--- config.mk ---
export PLATFORM = sky130hd
export DESIGN_NAME = tts_top
export DESIGN_NICKNAME = d
export VERILOG_FILES = /design/src/hdl/tts_pkg.sv /design/src/hdl/tts_adc_pack.sv /design/src/hdl/tts_top.sv
export SDC_FILE = /design/constraint.sdc
export NUM_CORES = 2
export LEC_CHECK = 0
export BUFFER_PORTS_ARGS = -buffer_cell sky130_fd_sc_hd__buf_2
export CAP_MARGIN = 20
export CORE_MARGIN = 2
export CORE_UTILIZATION = 35
export CTS_CLUSTER_DIAMETER = 40
export CTS_CLUSTER_SIZE = 10
export DETAILED_ROUTE_END_ITERATION = 6
export GPL_ROUTABILITY_DRIVEN = 0
export PLACE_DENSITY = 0.62
export SYNTH_ARGS = -nofsm -noshare
export SYNTH_HDL_FRONTEND = slang
export SYNTH_HIERARCHICAL = 1
export SYNTH_SLANG_ARGS = --single-unit
--- constraint.sdc ---
create_clock -name clk -period 22.8 [get_ports clk]
set_input_delay 2.28 -clock clk [delete_from_list [all_inputs] [get_ports clk]]
set_output_delay 2.28 -clock clk [all_outputs]
set_load 0.005 [all_outputs]
--- src/hdl/tts_pkg.sv ---
// package of constants and carrier types for the trigger timestamp and adc packer
// assumes one 100 MHz master clock and a word-wide register port
package tts_pkg;

  // ----------------------------------------
  // clock and time base
  // ----------------------------------------
  localparam int unsigned CLK_HZ = 100_000_000;
  localparam logic [31:0] MASTER_CLOCK_X16_HZ = 32'(CLK_HZ * 16);
  localparam int unsigned MOD_CLKS_PER_ENTRY = 4;
  localparam int unsigned TRIG_PRESCALE = 4;
  localparam int unsigned ADC_WORD_CLKS = 4;

  // ----------------------------------------
  // register offsets
  // ----------------------------------------
  localparam logic [7:0] OFS_CTRL = 8'h00;
  localparam logic [7:0] OFS_TABLE_LEN = 8'h04;
  localparam logic [7:0] OFS_FRAMES_PER_BLOCK = 8'h08;
  localparam logic [7:0] OFS_TRIG_DIV = 8'h0C;
  localparam logic [7:0] OFS_ADC_CYCLES = 8'h10;
  localparam logic [7:0] OFS_IRQ_STATUS = 8'h14;
  localparam logic [7:0] OFS_IRQ_CLEAR = 8'h18;
  localparam logic [7:0] OFS_IRQ_ENABLE = 8'h1C;
  localparam logic [7:0] OFS_FRAME_LO = 8'h20;
  localparam logic [7:0] OFS_FRAME_HI = 8'h24;
  localparam logic [7:0] OFS_TRIG_COUNT = 8'h28;
  localparam logic [7:0] OFS_CLK_X16 = 8'h2C;
  localparam logic [7:0] OFS_STATE = 8'h30;

  // ----------------------------------------
  // field positions
  // ----------------------------------------
  localparam int unsigned CTRL_RUN_BIT = 0;
  localparam int unsigned CTRL_MODE_LSB = 1;
  localparam int unsigned CTRL_TWO_PULSE_BIT = 3;
  localparam int unsigned CTRL_ADC_ARM_BIT = 4;
  localparam int unsigned IRQ_BLOCK_BIT = 0;
  localparam int unsigned IRQ_TRIGGER_BIT = 1;
  localparam int unsigned IRQ_ADC_DONE_BIT = 2;
  localparam int unsigned IRQ_W = 3;

  // ----------------------------------------
  // reset values
  // ----------------------------------------
  localparam logic [15:0] TABLE_LEN_RST = 16'h0019;
  localparam logic [31:0] FRAMES_PER_BLOCK_RST = 32'h0000_0400;
  localparam logic [15:0] TRIG_DIV_RST = 16'h0018;
  localparam logic [31:0] ADC_CYCLES_RST = 32'h0000_0010;

  // ----------------------------------------
  // modes and states
  // ----------------------------------------
  typedef enum logic [1:0] {
    MODE_NORMAL = 2'h0,
    MODE_RAW = 2'h1,
    MODE_ADC = 2'h3
  } tts_mode_t;

  typedef enum logic [1:0] {
    ACQ_IDLE = 2'h0,
    ACQ_WAIT = 2'h1,
    ACQ_RUN = 2'h3
  } tts_acq_t;

  typedef enum logic [1:0] {
    ADC_IDLE = 2'h0,
    ADC_ARMED = 2'h1,
    ADC_CAPT = 2'h3
  } tts_adc_st_t;

  // ----------------------------------------
  // carriers
  // ----------------------------------------
  typedef struct packed {
    logic pulse_en;
    logic slope;
    logic out_of_range;
    logic [13:0] value;
  } tts_adc_smp_t;

  typedef struct packed {
    logic [31:0] master_clock_x16_hz;
    logic [15:0] timing_table_length;
    logic [1:0] pulses_per_pass;
    logic [31:0] frames_per_block;
  } tts_header_t;

  typedef struct packed {
    logic [63:0] first_frame_index;
    logic trigger_seen_flag;
    logic [31:0] trigger_timestamp;
  } tts_block_t;

endpackage

--- src/hdl/tts_adc_pack.sv ---
// packs two adc samples, two clocks apart, into one 32-bit word
// assumes samples arrive on the master clock from the timing table
`timescale 1ns/1ps
`default_nettype none
module tts_adc_pack (
  // clock and reset
  input wire logic clk,
  input wire logic reset,
  // control
  input wire logic enable,
  // sample feed
  input wire tts_pkg::tts_adc_smp_t smp,
  // packed word
  output logic word_valid,
  output logic [31:0] word
);

  logic [1:0] phase_q;
  logic [15:0] low_q;
  logic valid_q;
  logic [31:0] word_q;
  wire take_first = enable && (phase_q == 2'h0);
  wire take_second = enable && (phase_q == 2'h2);

  // 50 MHz sampling from a 100 MHz clock: two samples per four clocks
  always_ff @(posedge clk or posedge reset) begin
    if (reset) begin
      phase_q <= 2'h0;
      low_q <= 16'h0000;
      valid_q <= 1'b0;
      word_q <= 32'h0000_0000;
    end else begin
      phase_q <= enable ? phase_q + 2'h1 : 2'h0;
      valid_q <= take_second;
      if (take_first) begin
        low_q <= {smp.slope, smp.out_of_range, smp.value};
      end
      if (take_second) begin
        word_q <= {smp.pulse_en, smp.out_of_range, smp.value, low_q};
      end
    end
  end

  assign word_valid = valid_q;
  assign word = word_q;

endmodule
`default_nettype wire

--- src/hdl/tts_top.sv ---
// frame and block timekeeping, trigger timestamping and adc word packing
// assumes trigger_in is an asynchronous pin; adc feed is on clk
`timescale 1ns/1ps
`default_nettype none

module tts_top (
  // clock and reset
  input wire logic clk,
  input wire logic reset,
  // register port
  input wire logic [7:0] reg_addr,
  input wire logic [31:0] reg_wdata,
  input wire logic reg_wr,
  input wire logic reg_rd,
  output logic [31:0] reg_rdata,
  // trigger pin
  input wire logic trigger_in,
  // adc feed from the timing table
  input wire tts_pkg::tts_adc_smp_t adc_in,
  // stream timing
  output logic frame_strobe,
  output logic pulse_strobe,
  output logic raw_pair_sel,
  // stream records
  output logic header_valid,
  output tts_pkg::tts_header_t header,
  output logic block_valid,
  output tts_pkg::tts_block_t block_status,
  // adc words toward the buffer memory
  output logic adc_word_valid,
  output logic [31:0] adc_word,
  // interrupt
  output logic irq
);

  // ----------------------------------------
  // register decode
  // ----------------------------------------
  logic run_q;
  logic two_pulse_q;
  tts_pkg::tts_mode_t mode_q;
  logic [15:0] table_len_q;
  logic [31:0] fpb_q;
  logic [15:0] trig_div_q;
  logic [31:0] adc_cycles_q;
  logic [tts_pkg::IRQ_W-1:0] irq_sts_q;
  logic [tts_pkg::IRQ_W-1:0] irq_en_q;
  logic [31:0] rdata_q;

  function automatic logic hit(input logic [7:0] a, input logic [7:0] ofs);
    hit = (a == ofs);
  endfunction

  wire wr_ctrl = reg_wr && hit(reg_addr, tts_pkg::OFS_CTRL);
  wire wr_len = reg_wr && hit(reg_addr, tts_pkg::OFS_TABLE_LEN);
  wire wr_fpb = reg_wr && hit(reg_addr, tts_pkg::OFS_FRAMES_PER_BLOCK);
  wire wr_div = reg_wr && hit(reg_addr, tts_pkg::OFS_TRIG_DIV);
  wire wr_adc = reg_wr && hit(reg_addr, tts_pkg::OFS_ADC_CYCLES);
  wire wr_clr = reg_wr && hit(reg_addr, tts_pkg::OFS_IRQ_CLEAR);
  wire wr_en = reg_wr && hit(reg_addr, tts_pkg::OFS_IRQ_ENABLE);
  wire adc_arm = wr_ctrl && reg_wdata[tts_pkg::CTRL_ADC_ARM_BIT];
  wire [1:0] wr_mode = reg_wdata[tts_pkg::CTRL_MODE_LSB +: 2];

  always_ff @(posedge clk or posedge reset) begin
    if (reset) begin
      run_q <= 1'b0;
      two_pulse_q <= 1'b0;
      mode_q <= tts_pkg::MODE_NORMAL;
      table_len_q <= tts_pkg::TABLE_LEN_RST;
      fpb_q <= tts_pkg::FRAMES_PER_BLOCK_RST;
      trig_div_q <= tts_pkg::TRIG_DIV_RST;
      adc_cycles_q <= tts_pkg::ADC_CYCLES_RST;
      irq_en_q <= '0;
    end else begin
      if (wr_ctrl) begin
        run_q <= reg_wdata[tts_pkg::CTRL_RUN_BIT];
        two_pulse_q <= reg_wdata[tts_pkg::CTRL_TWO_PULSE_BIT];
        mode_q <= (wr_mode == 2'h2) ? tts_pkg::MODE_NORMAL : tts_pkg::tts_mode_t'(wr_mode);
      end
      if (wr_len) begin
        table_len_q <= reg_wdata[15:0];
      end
      if (wr_fpb) begin
        fpb_q <= reg_wdata;
      end
      if (wr_div) begin
        trig_div_q <= reg_wdata[15:0];
      end
      if (wr_adc) begin
        adc_cycles_q <= reg_wdata;
      end
      if (wr_en) begin
        irq_en_q <= reg_wdata[tts_pkg::IRQ_W-1:0];
      end
    end
  end

  // ----------------------------------------
  // modulation cycle and frame index
  // ----------------------------------------
  logic [17:0] mod_cnt_q;
  logic [63:0] frame_idx_q;
  wire [17:0] mod_len = 18'(table_len_q) * 18'(tts_pkg::MOD_CLKS_PER_ENTRY);
  wire [17:0] mod_last = (table_len_q == 16'h0000) ? 18'h00000 : mod_len - 18'h00001;
  wire mod_wrap = (mod_cnt_q >= mod_last);
  wire [17:0] half_point = {1'b0, table_len_q, 1'b0};

  always_ff @(posedge clk or posedge reset) begin
    if (reset) begin
      mod_cnt_q <= 18'h00000;
      frame_idx_q <= 64'h0000_0000_0000_0000;
    end else begin
      mod_cnt_q <= mod_wrap ? 18'h00000 : mod_cnt_q + 18'h00001;
      if (mod_wrap) begin
        frame_idx_q <= frame_idx_q + 64'h0000_0000_0000_0001;
      end
    end
  end

  // ----------------------------------------
  // trigger clock and pin
  // ----------------------------------------
  logic [1:0] pre_q;
  logic [15:0] div_cnt_q;
  logic [31:0] trig_cnt_q;
  logic trig_s1_q;
  logic trig_s2_q;
  logic trig_s3_q;
  wire pre_tick = (pre_q == 2'(tts_pkg::TRIG_PRESCALE - 1));
  wire trig_tick = pre_tick && (div_cnt_q >= trig_div_q);
  wire trig_edge = trig_s2_q && !trig_s3_q;

  always_ff @(posedge clk or posedge reset) begin
    if (reset) begin
      pre_q <= 2'h0;
      div_cnt_q <= 16'h0000;
      trig_cnt_q <= 32'h0000_0000;
      trig_s1_q <= 1'b0;
      trig_s2_q <= 1'b0;
      trig_s3_q <= 1'b0;
    end else begin
      pre_q <= pre_q + 2'h1;
      if (pre_tick) begin
        div_cnt_q <= trig_tick ? 16'h0000 : div_cnt_q + 16'h0001;
      end
      if (trig_tick) begin
        trig_cnt_q <= trig_cnt_q + 32'h0000_0001;
      end
      trig_s1_q <= trigger_in;
      trig_s2_q <= trig_s1_q;
      trig_s3_q <= trig_s2_q;
    end
  end

  // ----------------------------------------
  // acquisition, frames and blocks
  // ----------------------------------------
  tts_pkg::tts_acq_t acq_q;
  logic [31:0] frame_in_blk_q;
  logic [63:0] blk_first_q;
  logic trig_seen_q;
  logic [31:0] trig_ts_q;
  logic hdr_valid_q;
  tts_pkg::tts_header_t hdr_q;
  logic blk_valid_q;
  tts_pkg::tts_block_t blk_q;
  logic frame_q;
  logic pulse_q;
  wire running = (acq_q == tts_pkg::ACQ_RUN);
  wire acq_start = (acq_q == tts_pkg::ACQ_IDLE) && run_q;
  wire first_frame = (acq_q == tts_pkg::ACQ_WAIT) && mod_wrap;
  wire blk_end = running && mod_wrap && (frame_in_blk_q >= fpb_q - 32'h0000_0001);
  wire trig_in_blk = running && trig_edge;
  wire [63:0] next_frame = frame_idx_q + 64'h0000_0000_0000_0001;
  wire second_pulse = two_pulse_q && (mod_cnt_q == half_point);

  always_ff @(posedge clk or posedge reset) begin
    if (reset) begin
      acq_q <= tts_pkg::ACQ_IDLE;
      frame_in_blk_q <= 32'h0000_0000;
      blk_first_q <= 64'h0000_0000_0000_0000;
      hdr_valid_q <= 1'b0;
      hdr_q <= '0;
      frame_q <= 1'b0;
      pulse_q <= 1'b0;
    end else begin
      hdr_valid_q <= acq_start;
      frame_q <= (first_frame || running) && mod_wrap;
      pulse_q <= ((first_frame || running) && mod_wrap) || (running && second_pulse);
      if (acq_start) begin
        hdr_q <= {tts_pkg::MASTER_CLOCK_X16_HZ, table_len_q, two_pulse_q ? 2'h2 : 2'h1, fpb_q};
      end
      case (acq_q)
        tts_pkg::ACQ_IDLE: begin
          if (run_q) begin
            acq_q <= tts_pkg::ACQ_WAIT;
          end
        end
        tts_pkg::ACQ_WAIT: begin
          if (mod_wrap) begin
            acq_q <= tts_pkg::ACQ_RUN;
            blk_first_q <= next_frame;
            frame_in_blk_q <= 32'h0000_0000;
          end
        end
        tts_pkg::ACQ_RUN: begin
          if (blk_end) begin
            acq_q <= run_q ? tts_pkg::ACQ_RUN : tts_pkg::ACQ_IDLE;
            blk_first_q <= next_frame;
            frame_in_blk_q <= 32'h0000_0000;
          end else if (mod_wrap) begin
            frame_in_blk_q <= frame_in_blk_q + 32'h0000_0001;
          end
        end
        default: begin
          acq_q <= tts_pkg::ACQ_IDLE;
        end
      endcase
    end
  end

  // an edge in the closing cycle belongs to the block that starts next
  always_ff @(posedge clk or posedge reset) begin
    if (reset) begin
      trig_seen_q <= 1'b0;
      trig_ts_q <= 32'h0000_0000;
      blk_valid_q <= 1'b0;
      blk_q <= '0;
    end else begin
      blk_valid_q <= blk_end;
      if (blk_end) begin
        blk_q <= {blk_first_q, trig_seen_q, trig_ts_q};
        trig_seen_q <= trig_edge;
      end else if (trig_in_blk) begin
        trig_seen_q <= 1'b1;
      end else if (!running) begin
        trig_seen_q <= 1'b0;
      end
      // first trigger of a block keeps its stamp
      if (trig_edge && (blk_end || (running && !trig_seen_q))) begin
        trig_ts_q <= trig_cnt_q;
      end
    end
  end

  // ----------------------------------------
  // adc test capture
  // ----------------------------------------
  tts_pkg::tts_adc_st_t adc_q;
  logic [31:0] adc_cyc_q;
  wire adc_capt = (adc_q == tts_pkg::ADC_CAPT);
  wire adc_done = adc_capt && mod_wrap && (adc_cyc_q >= adc_cycles_q - 32'h0000_0001);

  always_ff @(posedge clk or posedge reset) begin
    if (reset) begin
      adc_q <= tts_pkg::ADC_IDLE;
      adc_cyc_q <= 32'h0000_0000;
    end else begin
      case (adc_q)
        tts_pkg::ADC_IDLE: begin
          if (adc_arm && (wr_mode == 2'(tts_pkg::MODE_ADC))) begin
            adc_q <= tts_pkg::ADC_ARMED;
          end
        end
        tts_pkg::ADC_ARMED: begin
          if (mode_q != tts_pkg::MODE_ADC) begin
            adc_q <= tts_pkg::ADC_IDLE;
          end else if (trig_edge) begin
            adc_q <= tts_pkg::ADC_CAPT;
            adc_cyc_q <= 32'h0000_0000;
          end
        end
        tts_pkg::ADC_CAPT: begin
          if (adc_done) begin
            adc_q <= tts_pkg::ADC_IDLE;
          end else if (mod_wrap) begin
            adc_cyc_q <= adc_cyc_q + 32'h0000_0001;
          end
        end
        default: begin
          adc_q <= tts_pkg::ADC_IDLE;
        end
      endcase
    end
  end

  tts_adc_pack u_pack (
    .clk(clk),
    .reset(reset),
    .enable(adc_capt),
    .smp(adc_in),
    .word_valid(adc_word_valid),
    .word(adc_word)
  );

  // ----------------------------------------
  // interrupt status
  // ----------------------------------------
  wire [tts_pkg::IRQ_W-1:0] irq_evt = {adc_done, trig_in_blk, blk_end};
  wire [tts_pkg::IRQ_W-1:0] irq_clr = wr_clr ? reg_wdata[tts_pkg::IRQ_W-1:0] : '0;

  // a set in the clearing cycle wins
  always_ff @(posedge clk or posedge reset) begin
    if (reset) begin
      irq_sts_q <= '0;
    end else begin
      irq_sts_q <= (irq_sts_q & ~irq_clr) | irq_evt;
    end
  end

  // ----------------------------------------
  // read path
  // ----------------------------------------
  logic [31:0] rd_mux;
  always_comb begin
    case (reg_addr)
      tts_pkg::OFS_CTRL: rd_mux = {28'h0, two_pulse_q, mode_q, run_q};
      tts_pkg::OFS_TABLE_LEN: rd_mux = {16'h0000, table_len_q};
      tts_pkg::OFS_FRAMES_PER_BLOCK: rd_mux = fpb_q;
      tts_pkg::OFS_TRIG_DIV: rd_mux = {16'h0000, trig_div_q};
      tts_pkg::OFS_ADC_CYCLES: rd_mux = adc_cycles_q;
      tts_pkg::OFS_IRQ_STATUS: rd_mux = {29'h0, irq_sts_q};
      tts_pkg::OFS_IRQ_ENABLE: rd_mux = {29'h0, irq_en_q};
      tts_pkg::OFS_FRAME_LO: rd_mux = frame_idx_q[31:0];
      tts_pkg::OFS_FRAME_HI: rd_mux = frame_idx_q[63:32];
      tts_pkg::OFS_TRIG_COUNT: rd_mux = trig_cnt_q;
      tts_pkg::OFS_CLK_X16: rd_mux = tts_pkg::MASTER_CLOCK_X16_HZ;
      tts_pkg::OFS_STATE: rd_mux = {28'h0, adc_q, acq_q};
      default: rd_mux = 32'h0000_0000;
    endcase
  end

  always_ff @(posedge clk or posedge reset) begin
    if (reset) begin
      rdata_q <= 32'h0000_0000;
    end else begin
      rdata_q <= reg_rd ? rd_mux : 32'h0000_0000;
    end
  end

  // ----------------------------------------
  // outputs
  // ----------------------------------------
  assign reg_rdata = rdata_q;
  assign frame_strobe = frame_q;
  assign pulse_strobe = pulse_q;
  assign raw_pair_sel = (mode_q == tts_pkg::MODE_RAW);
  assign header_valid = hdr_valid_q;
  assign header = hdr_q;
  assign block_valid = blk_valid_q;
  assign block_status = blk_q;
  assign irq = |(irq_sts_q & irq_en_q);

endmodule
`default_nettype wire

# --- Word-level counts from Yosys, hierarchy flattened ---
# Index checks and enable logic that the tools add are counted.
totals:
  register_bits: 641
  input_bits: 62
  out_inout_bits: 250
  elab_cells: 171
op_classes:
  add_sub_neg: 11
  magnitude_cmp: 4
  n_eq_ne: 35
  muxes: 34
  n_bitwise: 4
  reduce_logical: 43
op_table:
  columns: ["cell", "n"]
  rows:
  - ["32-bit case mux with 12 select lines", 1]
  - ["32-bit two-way mux", 8]
  - ["64-bit two-way mux", 2]
  - ["32-bit case mux with 2 select lines", 2]
  - ["64-bit case mux with 2 select lines", 1]
  - ["32-bit by 1-bit adder with 32-bit output (second input constant)", 3]
  - ["64-bit by 1-bit adder with 64-bit output (second input constant)", 1]
  - ["32-bit greater-or-equal comparator", 2]
  - ["32-bit by 1-bit subtractor with 32-bit output (second input constant)", 2]
  - ["8-bit by 6-bit == test with 1-bit output (second input constant)", 5]
  - ["18-bit two-way mux", 2]
  - ["8-bit by 5-bit == test with 1-bit output (second input constant)", 4]
  - ["1-bit logical AND", 25]
  - ["2-bit two-way mux", 11]
  - ["18-bit by 1-bit adder with 18-bit output (second input constant)", 1]
  - ["18-bit by 17-bit == test with 1-bit output", 1]
  - ["18-bit greater-or-equal comparator", 1]
  - ["18-bit by 1-bit subtractor with 18-bit output (second input constant)", 1]
  - ["16-bit by 1-bit adder with 16-bit output (second input constant)", 1]
  - ["8-bit by 4-bit == test with 1-bit output (second input constant)", 2]
  - ["16-bit greater-or-equal comparator", 1]
  - ["16-bit zero test", 1]
  - ["16-bit two-way mux", 1]
  - ["2-bit != test (second input constant)", 8]
  - ["22 further kinds", 44]

# --- Logic depth before layout (Yosys ltp) ---
depth:
  word_depth: 7
  depth_mapped: 19

# --- By module ---
# Netlist, hierarchy kept.
modules_own_cells:
  columns: ["mod", "n_inst", "cells_each", "area_each_um2"]
  rows:
  - ["tts_top", 1, 2660, 29887.4]
  - ["tts_adc_pack", 1, 113, 1926.8]

# --- Least setup slack after synthesis ---
# No wires, ideal clock.
synth_path:
  kind: "flip-flop to flip-flop"
  from: "register table_len_q[5]"
  to: "register blk_q (netlist bit block_status[0])"
  setup_ns: 0.125
  arrival_time_ns: 4.495
  required_ns: 22.675
  slack_ns: 18.181
  stages_incl_launch_ff: 19
  n_path_buf: 4
  period_less_slack_ns: 4.619
  path_cell_list: "dfrtp_1 buf_6 or4_4 or3_4 or4_4 nor2_4 nand4b_4 buf_6 nand2_1 ha_1 and4_1 and2_1 a22o_1 o311ai_4 inv_2 o211ai_1 buf_2 buf_2 mux2_2"
synth_between:
  elab_chain_len: 5
  elab_cells_between_ends: 6
  classes_between: "add/sub (1); order compare (1); mux (1); reduce/logical (3)"
synth_rtl:
  columns: ["element", "line", "text"]
  rows:
  - ["start, declared", "tts_top.sv:42", "logic [15:0] table_len_q;"]
  - ["start signal, assigned", "tts_top.sv:69", "table_len_q <= tts_pkg::TABLE_LEN_RST;"]
  - ["start signal, assigned", "tts_top.sv:81", "table_len_q <= reg_wdata[15:0];"]
  - ["18-bit by 1-bit subtractor with 18-bit output / 16-bit zero test (equally long branches)", "tts_top.sv:104", "wire [17:0] mod_last = (table_len_q == 16'h0000) ? 18'h00000 : mod_len - 18'h00001;"]
  - ["18-bit two-way mux (*)", "tts_top.sv:104", null]
  - ["18-bit greater-or-equal comparator (*)", "tts_top.sv:105", "wire mod_wrap = (mod_cnt_q >= mod_last);"]
  - ["1-bit logical AND (*) (2 in series)", "tts_top.sv:172", "wire blk_end = running && mod_wrap && (frame_in_blk_q >= fpb_q - 32'h0000_0001);"]
  - ["end signal, assigned", "tts_top.sv:232", "blk_q <= {blk_first_q, trig_seen_q, trig_ts_q};"]
  - ["end, declared", "tts_top.sv:166", "tts_pkg::tts_block_t blk_q;"]
# Every way passes the cells marked *; elsewhere a longest branch is shown, timed or not.
# A chain may end at the register's enable or synchronous reset.

# --- Final worst setup path ---
layout_path:
  from: "register table_len_q[5]"
  to: "register blk_q (netlist bit block_status[59])"
# The elaborated chain is that of the path after synthesis.

==> summary.txt <==
Outcome
  • Run status: finished, violations left
  • Failing checks: design-rule violations

Floorplanning
  • Row cnt: 110
  • Core ar.: 90000 sq um
  • Die width: 305 um
  • Effective utilization at floorplan: 35.3%
  • Die Footprint: 93300 sq um
  • Io pins: 312
  • Die Span Y: 305 um

Timing
  • # setup viols final: 0
  • Fin Setup TNS: 0 ps
  • Setup slack after layout: 16440 ps
  • Rel. slew slack: 18.5%
  • Final Hold Fails: 0
  • RSZ-0062 raised after global routing: false
  • Fin crit share: 27.9%
  • Worst Skew: 82.5 ps
  • Slew Limit Fails: 0
  • Worst-Margin Slew: 1220 ps
  • Fin crit period: 6360 ps
  • Fmax: 157 MHz
  • WHS: 348 ps

Worst setup path
  • CP startpoint: table_len_q[5]$_DFFE_PP0P_
  • R2R Path End: block_status[59]$_DFFE_PP0P_
  • Critical path type: flop to flop
  • Cell at the slowest stage of the critical path: buf_4
  • R2r setup slk: 16440 ps
  • CP most frequent cell: buf_4
  • Worst R2R Path Depth: 17
  • Crit-path max cell delay: 750 ps
  • Worst-path fanout max: 65
  • CP cell instances: or4_4 > or3_4 > or4_4 > nor2_4 > nand4b_4 > nand2_1 > ha_1 > and4_1 > and2_1 > a22o_1 > o311ai_4 > buf_4 > inv_2 > o211ai_1 > buf_4 > buf_4 > mux2_2
  • Type of origin of the critical path: flop
  • Critical Path RT: 23380 ps
  • Reg-to-Reg Start: table_len_q[5]$_DFFE_PP0P_
  • CP endpoint kind: flop
  • CP Data Arrival Time: 6940 ps

Placed design
  • Placement Setup Slack: 16450 ps
  • Dpl cells: 4114
  • Cell Area, Placed: 34200 sq um
  • Post-DP HPWL: 68100 um
  • PortBufs: 291

Layout
  • Final #Nets: 3218
  • Fillers: 8446
  • Storage cell area: 16000 sq um
  • Final Instance Area: 37900 sq um
  • Layout cells sized above 1: 30.0%
  • Multi-input logic area: 14800 sq um
  • Fin util: 42.1%
  • Post-Layout Cell Count: 4303
  • Layout area overhead: 19.1%

Yosys
  • Post-synthesis cell type count: 74
  • Count leader, synth: dfrtp_1
  • Yosys synthesis warning count: 6
  • Synth top area cells: dfrtp_1 50%, mux2_2 14%, ha_1 4.4%
  • Mapped Cells: 2773
  • Synth Register Bits: 641
  • EDFF count, synth: 0
  • Synth top area share: 49.9%
  • Synth Cell Area: 31800 sq um
  • Post-synth top cells: 634 x dfrtp_1, 394 x mux2_2, 187 x nor2_1
  • Synth async-reset ratio: 100%
  • Post-synthesis sequential area ratio: 50.4%
  • Synthesized area per cell: 11.5 sq um
  • Dominant synthesized flop cell: dfrtp_1
  • Synth area leader: dfrtp_1

CTS
  • Clock sink count: 641
  • Htree depth: 3
  • Worst-Skew Late Latency: 710 ps
  • Post-CTS sizing: 0
  • CTS tree: yes
  • Clk slew on worst S/H paths: 50 ps
  • Hold-fix buffers, CTS: 0
  • Clk buf depth: 3
  • Number of post-CTS setup repair buffers: 0
  • Total CTS buffers: 103
  • Root buffer cell: clkbuf_16

Hold path
  • Min-delay src: trig_s1_q$_DFF_PP0_
  • Hold Path Stages: 0
  • WHS Endpoint: trig_s2_q$_DFF_PP0_
  • Class of the worst hold path: flop to flop

Routing
  • ANT nets after route: 0
  • Final WL: 94000 um
  • Post-DR wirelength/cell: 21.8 um
  • Via count: 23247
  • Drt pass-1 iters: 7
  • DR vias/cell: 5.40
  • DR iter-0 viols: 2254
  • Drc violations: 5

Global route
  • Vias in the first global route: 22731
  • Gr ovfl total: 0
  • Antenna violations before repair: 15
  • Pin count of the biggest net entering global routing: 159
  • GRT busiest layer: met2
  • Met1 Use GR: 27.8%
  • GR Util All Layers: 19.9%
  • Met3 Usage GRT: 5.20%
  • Met2 Track Usage GR: 30.0%
  • First-pass GRT wire length: 143000 um

Job
  • Max Cap Viol: 0

Power
  • Max VDD drop: 0.0596 mV
  • P per Cell Area: 84.2 nW/um^2
  • Leakage: 18.8 nW
  • Total power: 3.19 mW
==> power breakdown <==
| group | switching [mW] | internal (mW) |
|---|---|---|
| Clock | 0.599 | 1.00 |
| Combinational | 0.196 | 0.146 |
| Sequential | 0.0703 | 1.18 |
| Total | 0.865 | 2.32 |
==> worst max-delay path: cells and delay by family (launching register included) <==
| family | cells | cell delay [ps] |
|---|---|---|
| buffers and inverters | 4 | 1840 |
| DFF | 1 | 470 |
| AOI/OAI and AO/OA | 3 | 810 |
| and+or+nand+nor | 8 | 2340 |
| adders and majority gates | 1 | 260 |
| muxes | 1 | 410 |
==> how the worst max path moves through the flow <==
stage                                        end  cells after the start
floorplan                   acq_q[0]$_DFFE_PP0P_                      1
global placement    block_status[57]$_DFFE_PP0P_                     17
detailed placement  block_status[74]$_DFFE_PP0P_                     17
CTS                 block_status[59]$_DFFE_PP0P_                     17
global route        block_status[59]$_DFFE_PP0P_                     17
finish              block_status[59]$_DFFE_PP0P_                     17
==> final cells by class <==
class / count / share of cell area [%]
well taps: 1176 / 3.88
repair buffers: 322 / 4.58
clock buffers: 123 / 7.32
multi-input cells: 1914 / 39.0
diodes: 5 / 0.0330
flip-flops and latches: 641 / 42.4
inverters: 63 / 0.644
clock inverters: 59 / 2.14
==> registers in the layout, indices dropped and copies added (netlist names), 51 cells and up <==
signal,count
header,51
block_status,97
blk_first_q,64
frame_idx_q,64
==> kinds of logic (layout without fill, tap and decap cells) <==
family | after synthesis | in the layout | synth area share (%)
and+or+nand+nor | 777 | 777 | 12.6
DFF | 641 | 641 | 50.4
muxes | 407 | 407 | 14.4
AOI/OAI and AO/OA | 307 | 307 | 6.72
xor gates and xnor gates | 292 | 292 | 8.04
buffers and inverters | 237 | 567 | 3.50
adders and majority gates | 111 | 111 | 4.37
other | 1 | 25 | 0.0118
==> placed cells by master, fill, tap and decap left out, drive strengths merged, types with 21 or more instances in the layout <==
| cell | instances |
|---|---|
| xnor2 | 147 |
| ha | 111 |
| xor2 | 145 |
| clkbuf | 123 |
| a22oi | 54 |
| nor3 | 64 |
| nand2 | 161 |
| a222oi | 21 |
| dfrtp | 634 |
| o21ai | 40 |
| mux2 | 395 |
| nand4 | 90 |
| a21oi | 63 |
| a31oi | 34 |
| nor4 | 26 |
| nor2 | 189 |
| a21o | 21 |
| inv | 76 |
| clkinv | 26 |
| buf | 322 |
| nand3 | 96 |
| and3 | 52 |
==> layer usage <==
layer / vias up / share of wire, %
met2: 897 / 44
met1: 11700 / 44
met3: 168 / 9.0
met4: 18 / 2.6
met5: - / 0.11
li1: 10464 / -
Note: power is estimated with default switching activity, not from simulation.
